**src/design/scc_pkg.sv**
```systemverilog
// Package: register map, field layout, reset values and carriers of the converter control
`default_nettype none
package scc_pkg;

   // -----------------------------------------------------------------
   // Register byte offsets
   // -----------------------------------------------------------------
   localparam logic [7:0] ADR_CTRL1            = 8'h00;
   localparam logic [7:0] ADR_CTRL2            = 8'h04;
   localparam logic [7:0] ADR_CTRL3            = 8'h08;
   localparam logic [7:0] ADR_STATUS           = 8'h0c;
   localparam logic [7:0] ADR_RESULT_HIGH      = 8'h10;
   localparam logic [7:0] ADR_RESULT_LOW       = 8'h14;
   localparam logic [7:0] ADR_COMPARE          = 8'h18;
   localparam logic [7:0] ADR_PIN_CONTROL_LOW  = 8'h1c;
   localparam logic [7:0] ADR_PIN_CONTROL_HIGH = 8'h20;

   // -----------------------------------------------------------------
   // Field positions
   // -----------------------------------------------------------------
   localparam int CH_LSB      = 0;   // channel_select [4:0]
   localparam int CONT_BIT    = 5;   // continuous conversion
   localparam int IRQEN_BIT   = 6;   // complete_irq_enable
   localparam int CMPEN_BIT   = 0;   // compare_enable
   localparam int CMPGE_BIT   = 1;   // compare greater-or-equal
   localparam int HWTRG_BIT   = 2;   // hardware trigger enable
   localparam int ICLK_LSB    = 0;   // input_clock_select [1:0]
   localparam int MODE_LSB    = 2;   // resolution [3:2]
   localparam int LSMP_BIT    = 4;   // long_sample_select
   localparam int DIV_LSB     = 5;   // clock_divide_select [6:5]
   localparam int FLAG_BIT    = 0;   // conversion_complete_flag
   localparam int MATCH_BIT   = 1;   // last compare matched
   localparam int BUSY_BIT    = 2;   // conversion in progress

   // -----------------------------------------------------------------
   // Masks and reset values
   // -----------------------------------------------------------------
   localparam logic [31:0] MASK_CTRL1  = 32'h0000_007f;
   localparam logic [31:0] MASK_CTRL2  = 32'h0000_0007;
   localparam logic [31:0] MASK_CTRL3  = 32'h0000_007f;
   localparam logic [31:0] MASK_CMP    = 32'h0000_0fff;
   localparam logic [31:0] MASK_PCL    = 32'h0000_ffff;
   localparam logic [31:0] MASK_PCH    = 32'h0000_00ff;
   localparam logic [31:0] RST_CTRL1   = 32'h0000_001f;
   localparam logic [31:0] RST_ZERO    = 32'h0000_0000;
   localparam logic [4:0]  CH_DISABLED = 5'h1f;

   // -----------------------------------------------------------------
   // Encodings and timing counts (conversion clock cycles)
   // -----------------------------------------------------------------
   localparam logic [1:0] RES_8      = 2'h0;
   localparam logic [1:0] RES_12     = 2'h1;
   localparam logic [1:0] RES_10     = 2'h2;
   localparam logic [1:0] CLK_BUS    = 2'h0;
   localparam logic [1:0] CLK_BUS_2  = 2'h1;
   localparam logic [1:0] CLK_ALT    = 2'h2;
   localparam logic [1:0] CLK_ASYNC  = 2'h3;
   localparam int SAMPLE_SHORT_HALVES = 7;    // 3.5 cycles
   localparam int SAMPLE_LONG_HALVES  = 47;   // 23.5 cycles
   localparam logic [4:0] SAMPLE_SHORT_CYC = 5'((SAMPLE_SHORT_HALVES + 1) / 2);
   localparam logic [4:0] SAMPLE_LONG_CYC  = 5'((SAMPLE_LONG_HALVES + 1) / 2);
   localparam int SAR_BITS = 12;

   typedef enum logic [1:0] {
      ST_IDLE,
      ST_SAMPLE,
      ST_CONVERT,
      ST_STORE
   } scc_state_t;

   // Drive towards the analog core
   typedef struct packed {
      logic        power_up;
      logic        sample;
      logic        async_clk_enable;
      logic [4:0]  channel;
      logic [11:0] dac_code;
   } scc_analog_t;

   // Pin forcing, one bit per analog input
   typedef struct packed {
      logic [23:0] output_hiz;
      logic [23:0] input_disable;
      logic [23:0] pullup_disable;
   } scc_pins_t;

endpackage
`default_nettype wire

```
**src/design/scc_sar_converter_control.sv**
```systemverilog
// Control logic of the successive-approximation converter with its Wishbone register file
//
// Contract
// - Converter disabled in reset and while channel field is all ones.
// - After a conversion, converter idles in lowest power until restarted.
// - Resolution selects 12, 10 or 8 bit result for selected channel.
// - 10-bit rounded across both result registers; 8-bit rounded into low only.
// - Results right-justified, unsigned, at every resolution.
// - Stored result sets complete flag; interrupt if enable set then.
// - Compare enable compares every result against compare value.
// - Compare supports less-than and greater-or-equal, interrupt on match.
// - Clock select picks bus, bus halved, alternate or internal async clock.
// - Clock select resets to undivided bus clock.
// - Bus halved with divider reaches bus clock divided by 16.
// - Internal async clock keeps running in wait and stop modes.
// - Divider divides selected source by 1, 2, 4 or 8.
// - Pin-control bit forces that pin's output buffer high impedance.
// - Pin-control bit disables input buffer; port read gives zero.
// - Pin-control bit disables that pin's pull-up.
// - Channel field selects among up to 24 analog inputs.
// - Hardware trigger rising edge starts conversion; ignored while busy.
// - Continuous mode restarts conversion as soon as one completes.
// - Long sample bit selects 3.5 or 23.5 conversion-clock sample phase; the code samples for 4 or 24 conversion clocks.
// - Abort keeps last results; reset returns them to reset values.
//
// Added by the designer: register access over Wishbone and the address map.
`default_nettype none
module scc_sar_converter_control
   import scc_pkg::*;
#(
   parameter int unsigned CHANNELS = 24
) (
   input  wire logic        clk_i,
   input  wire logic        rst_i,
   input  wire logic        wb_cyc_i,
   input  wire logic        wb_stb_i,
   input  wire logic        wb_we_i,
   input  wire logic [7:0]  wb_adr_i,
   input  wire logic [3:0]  wb_sel_i,
   input  wire logic [31:0] wb_dat_i,
   output logic      [31:0] wb_dat_o,
   output logic             wb_ack_o,
   input  wire logic        comparator_i,
   input  wire logic        alternate_clock_i,
   input  wire logic        internal_async_clock_i,
   input  wire logic        hw_trigger_input_i,
   input  wire logic        stop_mode_i,
   input  wire logic [23:0] port_pins_i,
   output scc_analog_t      analog_o,
   output scc_pins_t        pins_o,
   output logic      [23:0] port_read_o,
   output logic             irq_o
);

   // ----------------------------------------------------------------
   // Registers and state
   // ----------------------------------------------------------------
   logic [31:0] ctrl1;
   logic [31:0] ctrl2;
   logic [31:0] ctrl3;
   logic [31:0] compare_value;
   logic [31:0] pin_control_low;
   logic [31:0] pin_control_high;
   logic [7:0]  result_high;
   logic [7:0]  result_low;
   logic        conversion_complete_flag;
   logic        compare_match;
   logic        irq_pending;
   scc_state_t  state;
   logic [4:0]  phase_cnt;
   logic [3:0]  bit_idx;
   logic [11:0] sar;
   logic [2:0]  div_cnt;
   logic        half_tog;
   logic [2:0]  alt_sync;
   logic [2:0]  async_sync;
   logic [2:0]  trig_sync;
   logic [1:0]  stop_sync;
   logic [23:0] port_s1;
   logic [23:0] port_s2;

   // ----------------------------------------------------------------
   // Field views
   // ----------------------------------------------------------------
   logic [4:0] channel_select;
   logic       continuous;
   logic       complete_irq_enable;
   logic       compare_enable;
   logic       compare_gte;
   logic       hw_trigger_enable;
   logic [1:0] input_clock_select;
   logic [1:0] resolution;
   logic       long_sample_select;
   logic [1:0] clock_divide_select;
   logic [23:0] pin_control;

   assign channel_select      = ctrl1[CH_LSB +: 5];
   assign continuous          = ctrl1[CONT_BIT];
   assign complete_irq_enable = ctrl1[IRQEN_BIT];
   assign compare_enable      = ctrl2[CMPEN_BIT];
   assign compare_gte         = ctrl2[CMPGE_BIT];
   assign hw_trigger_enable   = ctrl2[HWTRG_BIT];
   assign input_clock_select  = ctrl3[ICLK_LSB +: 2];
   assign resolution          = ctrl3[MODE_LSB +: 2];
   assign long_sample_select  = ctrl3[LSMP_BIT];
   assign clock_divide_select = ctrl3[DIV_LSB +: 2];
   assign pin_control         = {pin_control_high[7:0], pin_control_low[15:0]};

   // ----------------------------------------------------------------
   // Bus decode
   // ----------------------------------------------------------------
   logic        bus_req;
   logic        bus_wr;
   logic        bus_rd;
   logic [31:0] rd_data;

   assign bus_req = wb_cyc_i && wb_stb_i && !wb_ack_o;
   assign bus_wr  = bus_req && wb_we_i;
   assign bus_rd  = bus_req && !wb_we_i;

   function automatic logic [31:0] merge(input logic [31:0] old_v, input logic [31:0] new_v,
                                         input logic [3:0] sel, input logic [31:0] mask);
      logic [31:0] r;
      r = old_v;
      for (int b = 0; b < 4; b++) begin
         if (sel[b]) begin
            r[8*b +: 8] = new_v[8*b +: 8];
         end
      end
      return r & mask;
   endfunction

   logic        wr_ctrl1;
   logic        wr_abort;
   logic [31:0] next_ctrl1;
   logic [31:0] next_ctrl2;

   assign wr_ctrl1   = bus_wr && wb_adr_i == ADR_CTRL1;
   assign wr_abort   = bus_wr && (wb_adr_i == ADR_CTRL1 || wb_adr_i == ADR_CTRL2 ||
                                  wb_adr_i == ADR_CTRL3 || wb_adr_i == ADR_COMPARE);
   assign next_ctrl1 = merge(ctrl1, wb_dat_i, wb_sel_i, MASK_CTRL1);
   assign next_ctrl2 = (bus_wr && wb_adr_i == ADR_CTRL2) ? merge(ctrl2, wb_dat_i, wb_sel_i, MASK_CTRL2)
                                                          : ctrl2;

   always_comb begin
      unique case (wb_adr_i)
         ADR_CTRL1:            rd_data = ctrl1;
         ADR_CTRL2:            rd_data = ctrl2;
         ADR_CTRL3:            rd_data = ctrl3;
         ADR_STATUS:           rd_data = {29'h0, state != ST_IDLE, compare_match, conversion_complete_flag};
         ADR_RESULT_HIGH:      rd_data = {24'h0, result_high};
         ADR_RESULT_LOW:       rd_data = {24'h0, result_low};
         ADR_COMPARE:          rd_data = compare_value;
         ADR_PIN_CONTROL_LOW:  rd_data = pin_control_low;
         ADR_PIN_CONTROL_HIGH: rd_data = pin_control_high;
         default:              rd_data = 32'h0;
      endcase
   end

   // Every access is acknowledged one cycle later; unmapped reads return zero
   always_ff @(posedge clk_i) begin
      if (rst_i) begin
         wb_ack_o <= 1'b0;
         wb_dat_o <= 32'h0;
      end else begin
         wb_ack_o <= bus_req;
         wb_dat_o <= bus_rd ? rd_data : 32'h0;
      end
   end

   // ----------------------------------------------------------------
   // Register writes
   // ----------------------------------------------------------------
   always_ff @(posedge clk_i) begin
      if (rst_i) begin
         ctrl1            <= RST_CTRL1;
         ctrl2            <= RST_ZERO;
         ctrl3            <= RST_ZERO;
         compare_value    <= RST_ZERO;
         pin_control_low  <= RST_ZERO;
         pin_control_high <= RST_ZERO;
      end else if (bus_wr) begin
         unique case (wb_adr_i)
            ADR_CTRL1:            ctrl1            <= next_ctrl1;
            ADR_CTRL2:            ctrl2            <= next_ctrl2;
            ADR_CTRL3:            ctrl3            <= merge(ctrl3, wb_dat_i, wb_sel_i, MASK_CTRL3);
            ADR_COMPARE:          compare_value    <= merge(compare_value, wb_dat_i, wb_sel_i, MASK_CMP);
            ADR_PIN_CONTROL_LOW:  pin_control_low  <= merge(pin_control_low, wb_dat_i, wb_sel_i, MASK_PCL);
            ADR_PIN_CONTROL_HIGH: pin_control_high <= merge(pin_control_high, wb_dat_i, wb_sel_i, MASK_PCH);
            default:              ;
         endcase
      end
   end

   // ----------------------------------------------------------------
   // Synchronisers for pins and foreign clocks
   // ----------------------------------------------------------------
   always_ff @(posedge clk_i) begin
      if (rst_i) begin
         alt_sync   <= 3'h0;
         async_sync <= 3'h0;
         trig_sync  <= 3'h0;
         stop_sync  <= 2'h0;
         port_s1    <= 24'h0;
         port_s2    <= 24'h0;
      end else begin
         alt_sync   <= {alt_sync[1:0], alternate_clock_i};
         async_sync <= {async_sync[1:0], internal_async_clock_i};
         trig_sync  <= {trig_sync[1:0], hw_trigger_input_i};
         stop_sync  <= {stop_sync[0], stop_mode_i};
         port_s1    <= port_pins_i;
         port_s2    <= port_s1;
      end
   end

   logic alt_rise;
   logic async_rise;
   logic trig_rise;

   assign alt_rise   = alt_sync[1] && !alt_sync[2];
   assign async_rise = async_sync[1] && !async_sync[2];
   assign trig_rise  = trig_sync[1] && !trig_sync[2];

   // ----------------------------------------------------------------
   // Conversion clock enable
   // ----------------------------------------------------------------
   // A single clock domain avoids a gated or generated clock tree
   logic       src_tick;
   logic       conversion_clock_tick;
   logic [2:0] div_last;

   always_comb begin
      unique case (input_clock_select)
         CLK_BUS:   src_tick = 1'b1;
         CLK_BUS_2: src_tick = half_tog;
         CLK_ALT:   src_tick = alt_rise;
         CLK_ASYNC: src_tick = async_rise;
      endcase
   end

   assign div_last  = 3'((4'h1 << clock_divide_select) - 4'h1);
   assign conversion_clock_tick = src_tick && div_cnt == div_last;

   always_ff @(posedge clk_i) begin
      if (rst_i || state == ST_IDLE) begin
         div_cnt  <= 3'h0;
         half_tog <= 1'b0;
      end else begin
         half_tog <= !half_tog;
         if (src_tick) begin
            div_cnt <= conversion_clock_tick ? 3'h0 : div_cnt + 3'h1;
         end
      end
   end

   // ----------------------------------------------------------------
   // Result formatting
   // ----------------------------------------------------------------
   logic [12:0] sum10;
   logic [12:0] sum8;
   logic [11:0] formatted;
   logic        match_now;

   assign sum10 = {1'b0, sar} + 13'h2;
   assign sum8  = {1'b0, sar} + 13'h8;

   always_comb begin
      unique case (resolution)
         RES_10:  formatted = sum10[12] ? 12'h3ff : {2'h0, sum10[11:2]};
         RES_8:   formatted = sum8[12] ? 12'h0ff : {4'h0, sum8[11:4]};
         default: formatted = sar;
      endcase
   end

   assign match_now = compare_gte ? (formatted >= compare_value[11:0]) : (formatted < compare_value[11:0]);

   // ----------------------------------------------------------------
   // Conversion sequencer
   // ----------------------------------------------------------------
   logic start_sw;
   logic start_hw;
   logic abort;
   logic store_ok;

   assign start_sw = wr_ctrl1 && next_ctrl1[CH_LSB +: 5] != CH_DISABLED && !next_ctrl2[HWTRG_BIT];
   assign start_hw = trig_rise && hw_trigger_enable && state == ST_IDLE &&
                     channel_select != CH_DISABLED && !wr_abort;
   // Stop without the internal clock cannot continue
   assign abort    = wr_abort || (stop_sync[1] && input_clock_select != CLK_ASYNC);
   assign store_ok = !compare_enable || match_now;

   always_ff @(posedge clk_i) begin
      if (rst_i) begin
         state     <= ST_IDLE;
         phase_cnt <= 5'h0;
         bit_idx   <= 4'h0;
         sar       <= 12'h0;
      end else if (abort) begin
         state     <= start_sw ? ST_SAMPLE : ST_IDLE;
         phase_cnt <= 5'h0;
      end else begin
         unique case (state)
            ST_IDLE: begin
               if (start_hw) begin
                  state     <= ST_SAMPLE;
                  phase_cnt <= 5'h0;
               end
            end
            ST_SAMPLE: begin
               if (conversion_clock_tick) begin
                  phase_cnt <= phase_cnt + 5'h1;
                  if (phase_cnt == (long_sample_select ? SAMPLE_LONG_CYC : SAMPLE_SHORT_CYC) - 5'h1) begin
                     state   <= ST_CONVERT;
                     bit_idx <= 4'(SAR_BITS - 1);
                     sar     <= 12'h800;
                  end
               end
            end
            ST_CONVERT: begin
               if (conversion_clock_tick && analog_o.dac_code == sar) begin
                  // Core must show this trial code first; comparator high keeps the bit
                  sar[bit_idx] <= comparator_i;
                  if (bit_idx == 4'h0) begin
                     state <= ST_STORE;
                  end else begin
                     sar[bit_idx - 4'h1] <= 1'b1;
                     bit_idx             <= bit_idx - 4'h1;
                  end
               end
            end
            ST_STORE: begin
               phase_cnt <= 5'h0;
               state     <= continuous ? ST_SAMPLE : ST_IDLE;
            end
         endcase
      end
   end

   // ----------------------------------------------------------------
   // Results, flags and interrupt
   // ----------------------------------------------------------------
   logic do_store;
   logic flag_clear;

   assign do_store   = !abort && state == ST_STORE && store_ok;
   assign flag_clear = wr_ctrl1 || (bus_rd && wb_adr_i == ADR_RESULT_LOW);

   always_ff @(posedge clk_i) begin
      if (rst_i) begin
         result_high <= 8'h0;
         result_low  <= 8'h0;
      end else if (do_store) begin
         result_high <= {4'h0, formatted[11:8]};
         result_low  <= formatted[7:0];
      end
   end

   always_ff @(posedge clk_i) begin
      if (rst_i) begin
         conversion_complete_flag <= 1'b0;
         compare_match            <= 1'b0;
         irq_pending              <= 1'b0;
      end else begin
         // Set wins over a clear in the same cycle
         if (do_store) begin
            conversion_complete_flag <= 1'b1;
            compare_match            <= compare_enable;
            irq_pending              <= complete_irq_enable;
         end else if (flag_clear) begin
            conversion_complete_flag <= 1'b0;
            compare_match            <= 1'b0;
            irq_pending              <= 1'b0;
         end
      end
   end

   // ----------------------------------------------------------------
   // Registered outputs
   // ----------------------------------------------------------------
   always_ff @(posedge clk_i) begin
      if (rst_i) begin
         irq_o       <= 1'b0;
         analog_o    <= '0;
         pins_o      <= '0;
         port_read_o <= 24'h0;
      end else begin
         irq_o                     <= irq_pending;
         analog_o.power_up         <= state != ST_IDLE;
         analog_o.sample           <= state == ST_SAMPLE;
         analog_o.async_clk_enable <= state != ST_IDLE && input_clock_select == CLK_ASYNC;
         analog_o.channel          <= channel_select;
         analog_o.dac_code         <= sar;
         pins_o.output_hiz         <= pin_control;
         pins_o.input_disable      <= pin_control;
         pins_o.pullup_disable     <= pin_control;
         port_read_o               <= port_s2 & ~pin_control;
      end
   end

endmodule
`default_nettype wire

```
**config.mk**
```make
export PLATFORM = sky130hd
export DESIGN_NAME = scc_sar_converter_control
export DESIGN_NICKNAME = d
export VERILOG_FILES = /design/src/design/scc_pkg.sv /design/src/design/scc_sar_converter_control.sv
export SDC_FILE = /design/constraint.sdc
export NUM_CORES = 1
export LEC_CHECK = 0
export BUFFER_PORTS_ARGS = -buffer_cell sky130_fd_sc_hd__buf_2
export CAP_MARGIN = 20
export CELL_PAD_IN_SITES_DETAIL_PLACEMENT = 0
export CELL_PAD_IN_SITES_GLOBAL_PLACEMENT = 2
export CORE_MARGIN = 2
export CORE_UTILIZATION = 33
export CTS_CLUSTER_SIZE = 14
export DETAILED_ROUTE_END_ITERATION = 12
export PLACE_DENSITY_LB_ADDON = 0.25
export SETUP_SLACK_MARGIN = 0.02
export SLEW_MARGIN = 20
export SYNTH_ARGS = -nofsm -noshare
export SYNTH_HDL_FRONTEND = slang
export SYNTH_SLANG_ARGS = --single-unit
```
**constraint.sdc**
```tcl
create_clock -name clk_i -period 4.5 [get_ports clk_i]
set_input_delay 0.225 -clock clk_i [delete_from_list [all_inputs] [get_ports clk_i]]
set_output_delay 0.225 -clock clk_i [all_outputs]
set_load 0.02 [all_outputs]
```
==> impl_metrics.toml <==
[floorplan]
coreArea_um2 = 30600
die_w_um = 180
ios = 228
die_area_um2 = 32400
die_height_um = 180
placementRows = 64
start_util_pct = 33.4

[clocking]
root_buffer = "clkbuf_16"
cts-buffers-inserted = 27
clk_path_buf_depth = 3
post-cts-setup-buffer-count = 0
numClockSinks = 240
clk_pin_slew_worst_paths_ns = 0.06
htreeDepth = 1
clkLatencyLatePin_ns = 0.54
tritoncts = "built"
hold_buffers = 37
cts_resized = 0

[yosys]
synth-main-ff-cell = "dfxtp_1"
async_flop_share_pct = 0
syn_inst = 1084
avgSynthCellArea_um2 = 9.43
syn_area_um2 = 10200
synth_warnings = 0
synth.largest_area_cell = "dfxtp_1"
yosys-top-cells-area = "dfxtp_1 (47%), nor2b_1 (6.5%), mux2i_1 (5.8%)"
yosys.cell_types.count = 67
ys_seq_area_share_pct = 47.0
synth_edf_count = 0
synth-seq-cells = 240
synth_top_area_share_pct = 47.0

[cells_and_area]
antennaDiodeCount = 0
final_cell_mix = "dfxtp_1 (240), buf_2 (192), nor2b_1 (106), nor2_1 (89), mux2i_1 (59)"
final_common_cell = "dfxtp_1"
utilization_pct = 40.5
fill_cells = 3129
nets = 1348
design_area_um2 = 12400
multiInputGateArea_um2 = 4650
syn_to_final_growth_pct = 21.0
register_area_um2 = 4800
drive_gt1_share_pct = 21.3

[sta]
report.final.slew_viol_count = 0
slew_headroom_pct = 38.5
fmax_mhz = 252
rsz0062_at_grt = "false"
finClkSkew_ns = 0.0113
finalSetupViolCount = 0
tns_ns = 0
whs_ns = 0.0589
min_period_ns = 3.96
post-route-period-util_pct = 88.0
worst_slew_pin_slew_ns = 0.917
hold_viol_final = 0

[setup_path]
path_class = "flop to flop"
path_delay_family = "simple AND/OR/NAND/NOR gates"
cp_slowest_cell = "or4_1"
max_stage_delay_ns = 0.56
critPathArrivalTime_ns = 4.39
cp_common_cell = "and4_1"
crit_buf_inv = 0
crit_fanout = 17
worstPathCellList = "and4_1 -> nand2_1 -> o21a_1 -> and3_1 -> a221oi_1 -> ha_1 -> a21oi_1 -> o21ai_0 -> or4_1 -> and4_1 -> a21o_1 -> o211a_1"
cp.required_ns = 4.93
endpoint_kind = "flop"
critPathLaunchType = "flop"

[grt]
grt_pass1_wl_um = 44000
grt_start_max_net_pins = 104
antenna_found_initial = 0
grt_pass1_vias = 7528
grt_overflow_total = 0
grt_usage_pct = 16.9

[drt]
wl_per_cell_um = 17.1
dr.pass1.iters = 6
drc_errors = 0
totalWireLength_um = 28300
first_iter_violations = 432
viasPerCell = 4.81
drtAntennaViolNets = 0
num_vias = 7973

[pwr]
max-vdd-ir-drop_mv = 0.253
p_leak_nw = 5.24
power.density_nw_per_um2 = 367

[run]
drv_cap = 0

[placement]
gp_congestion = 0.811
portBuffers = 193
place_area_um2 = 11100
dp_hpwl_um = 19700

[min_path]
hold_path_class = "input port to flop"

[outcome]
status = "completed"
==> cells in the mapped netlist, types with 26 or more instances <==
library cell / count
clkbuf_1: 51
buf_4: 64
inv_1: 26
a21oi_1: 46
nand3_1: 28
nor2b_1: 106
o21ai_0: 28
nand2_1: 57
nor3b_1: 26
ha_1: 28
dfxtp_1: 240
mux2i_1: 59
nor2_1: 89
==> per-layer routing <==
metal	GRT usage (%)	share of wire, %	wire length (um)	vias up
li1	-	-	-	3996
met1	23.3	46	13100	3730
met2	28.1	47	13300	225
met3	2.51	5.2	1480	22
met4	3.35	1.3	356	0
met5	0	0	0	-
==> through the flow <==
stage / worst slack, ns / std cells / total power [mW]
floorplan: 0.881 / 1099 / 2.31
global placement: 0.646 / 1571 / 2.37
detailed placement: 0.536 / 1571 / 2.37
CTS: 0.510 / 1656 / 4.61
global route: 0.225 / 1657 / 4.71
finish: 0.538 / 1657 / 4.55
==> worst reg2reg max path, cell delays in order (launching register included) <==
cell and delay (ns):
dfxtp_1 0.48, and4_1 0.49, nand2_1 0.13, o21a_1 0.25
and3_1 0.16, a221oi_1 0.36, ha_1 0.33, a21oi_1 0.15
o21ai_0 0.15, or4_1 0.56, and4_1 0.42, a21o_1 0.26
o211a_1 0.11
==> final timing paths <==
check / start / end / slack, ns / depth (start not counted)
worst max register to register: sar[7] / result_low[6] / 0.54 / 12
worst min-delay path: wb_dat_i[6] / ctrl1[6] / 0.06 / 3
worst min register to register: half_tog / half_tog / 0.42 / 1
worst max-delay path: sar[7] / result_low[6] / 0.54 / 12
==> layout make-up <==
| class | instances | area share (%) |
|---|---|---|
| Sequential cell | 240 | 38.8 |
| Multi-Input combinational cell | 706 | 37.6 |
| Timing Repair Buffer | 241 | 11.7 |
| Clock buffer | 39 | 6.31 |
| Tap cell | 396 | 4.00 |
| Clock inverter | 9 | 0.839 |
| Inverter | 26 | 0.789 |
==> report_power, final <==
group / switching (mW) / internal, mW
Clock: 0.885 / 1.31
Combinational: 0.110 / 0.0756
Sequential: 0.00665 / 2.16
==> flip-flops by register name (all words and copies together), names as in the netlist, 8 cells and up <==
signal            flops
port_s2              24
port_read_o          24
pin_control_high      8
compare_value        12
wb_dat_o             16
sar                  12
result_low            8
analog_o             20
pins_o               24
port_s1              24
pin_control_low      16
==> kinds of logic after synthesis <==
| family | synth area share [%] |
|---|---|
| xor gates and xnor gates | 1.88 |
| and+or+nand+nor | 21.2 |
| muxes | 6.77 |
| adders and majority gates | 3.43 |
| other | 0.0367 |
| AOI/OAI and AO/OA | 11.6 |
| DFF | 47.0 |
| buffers and inverters | 8.12 |
Power figures use the tool's default switching activity.
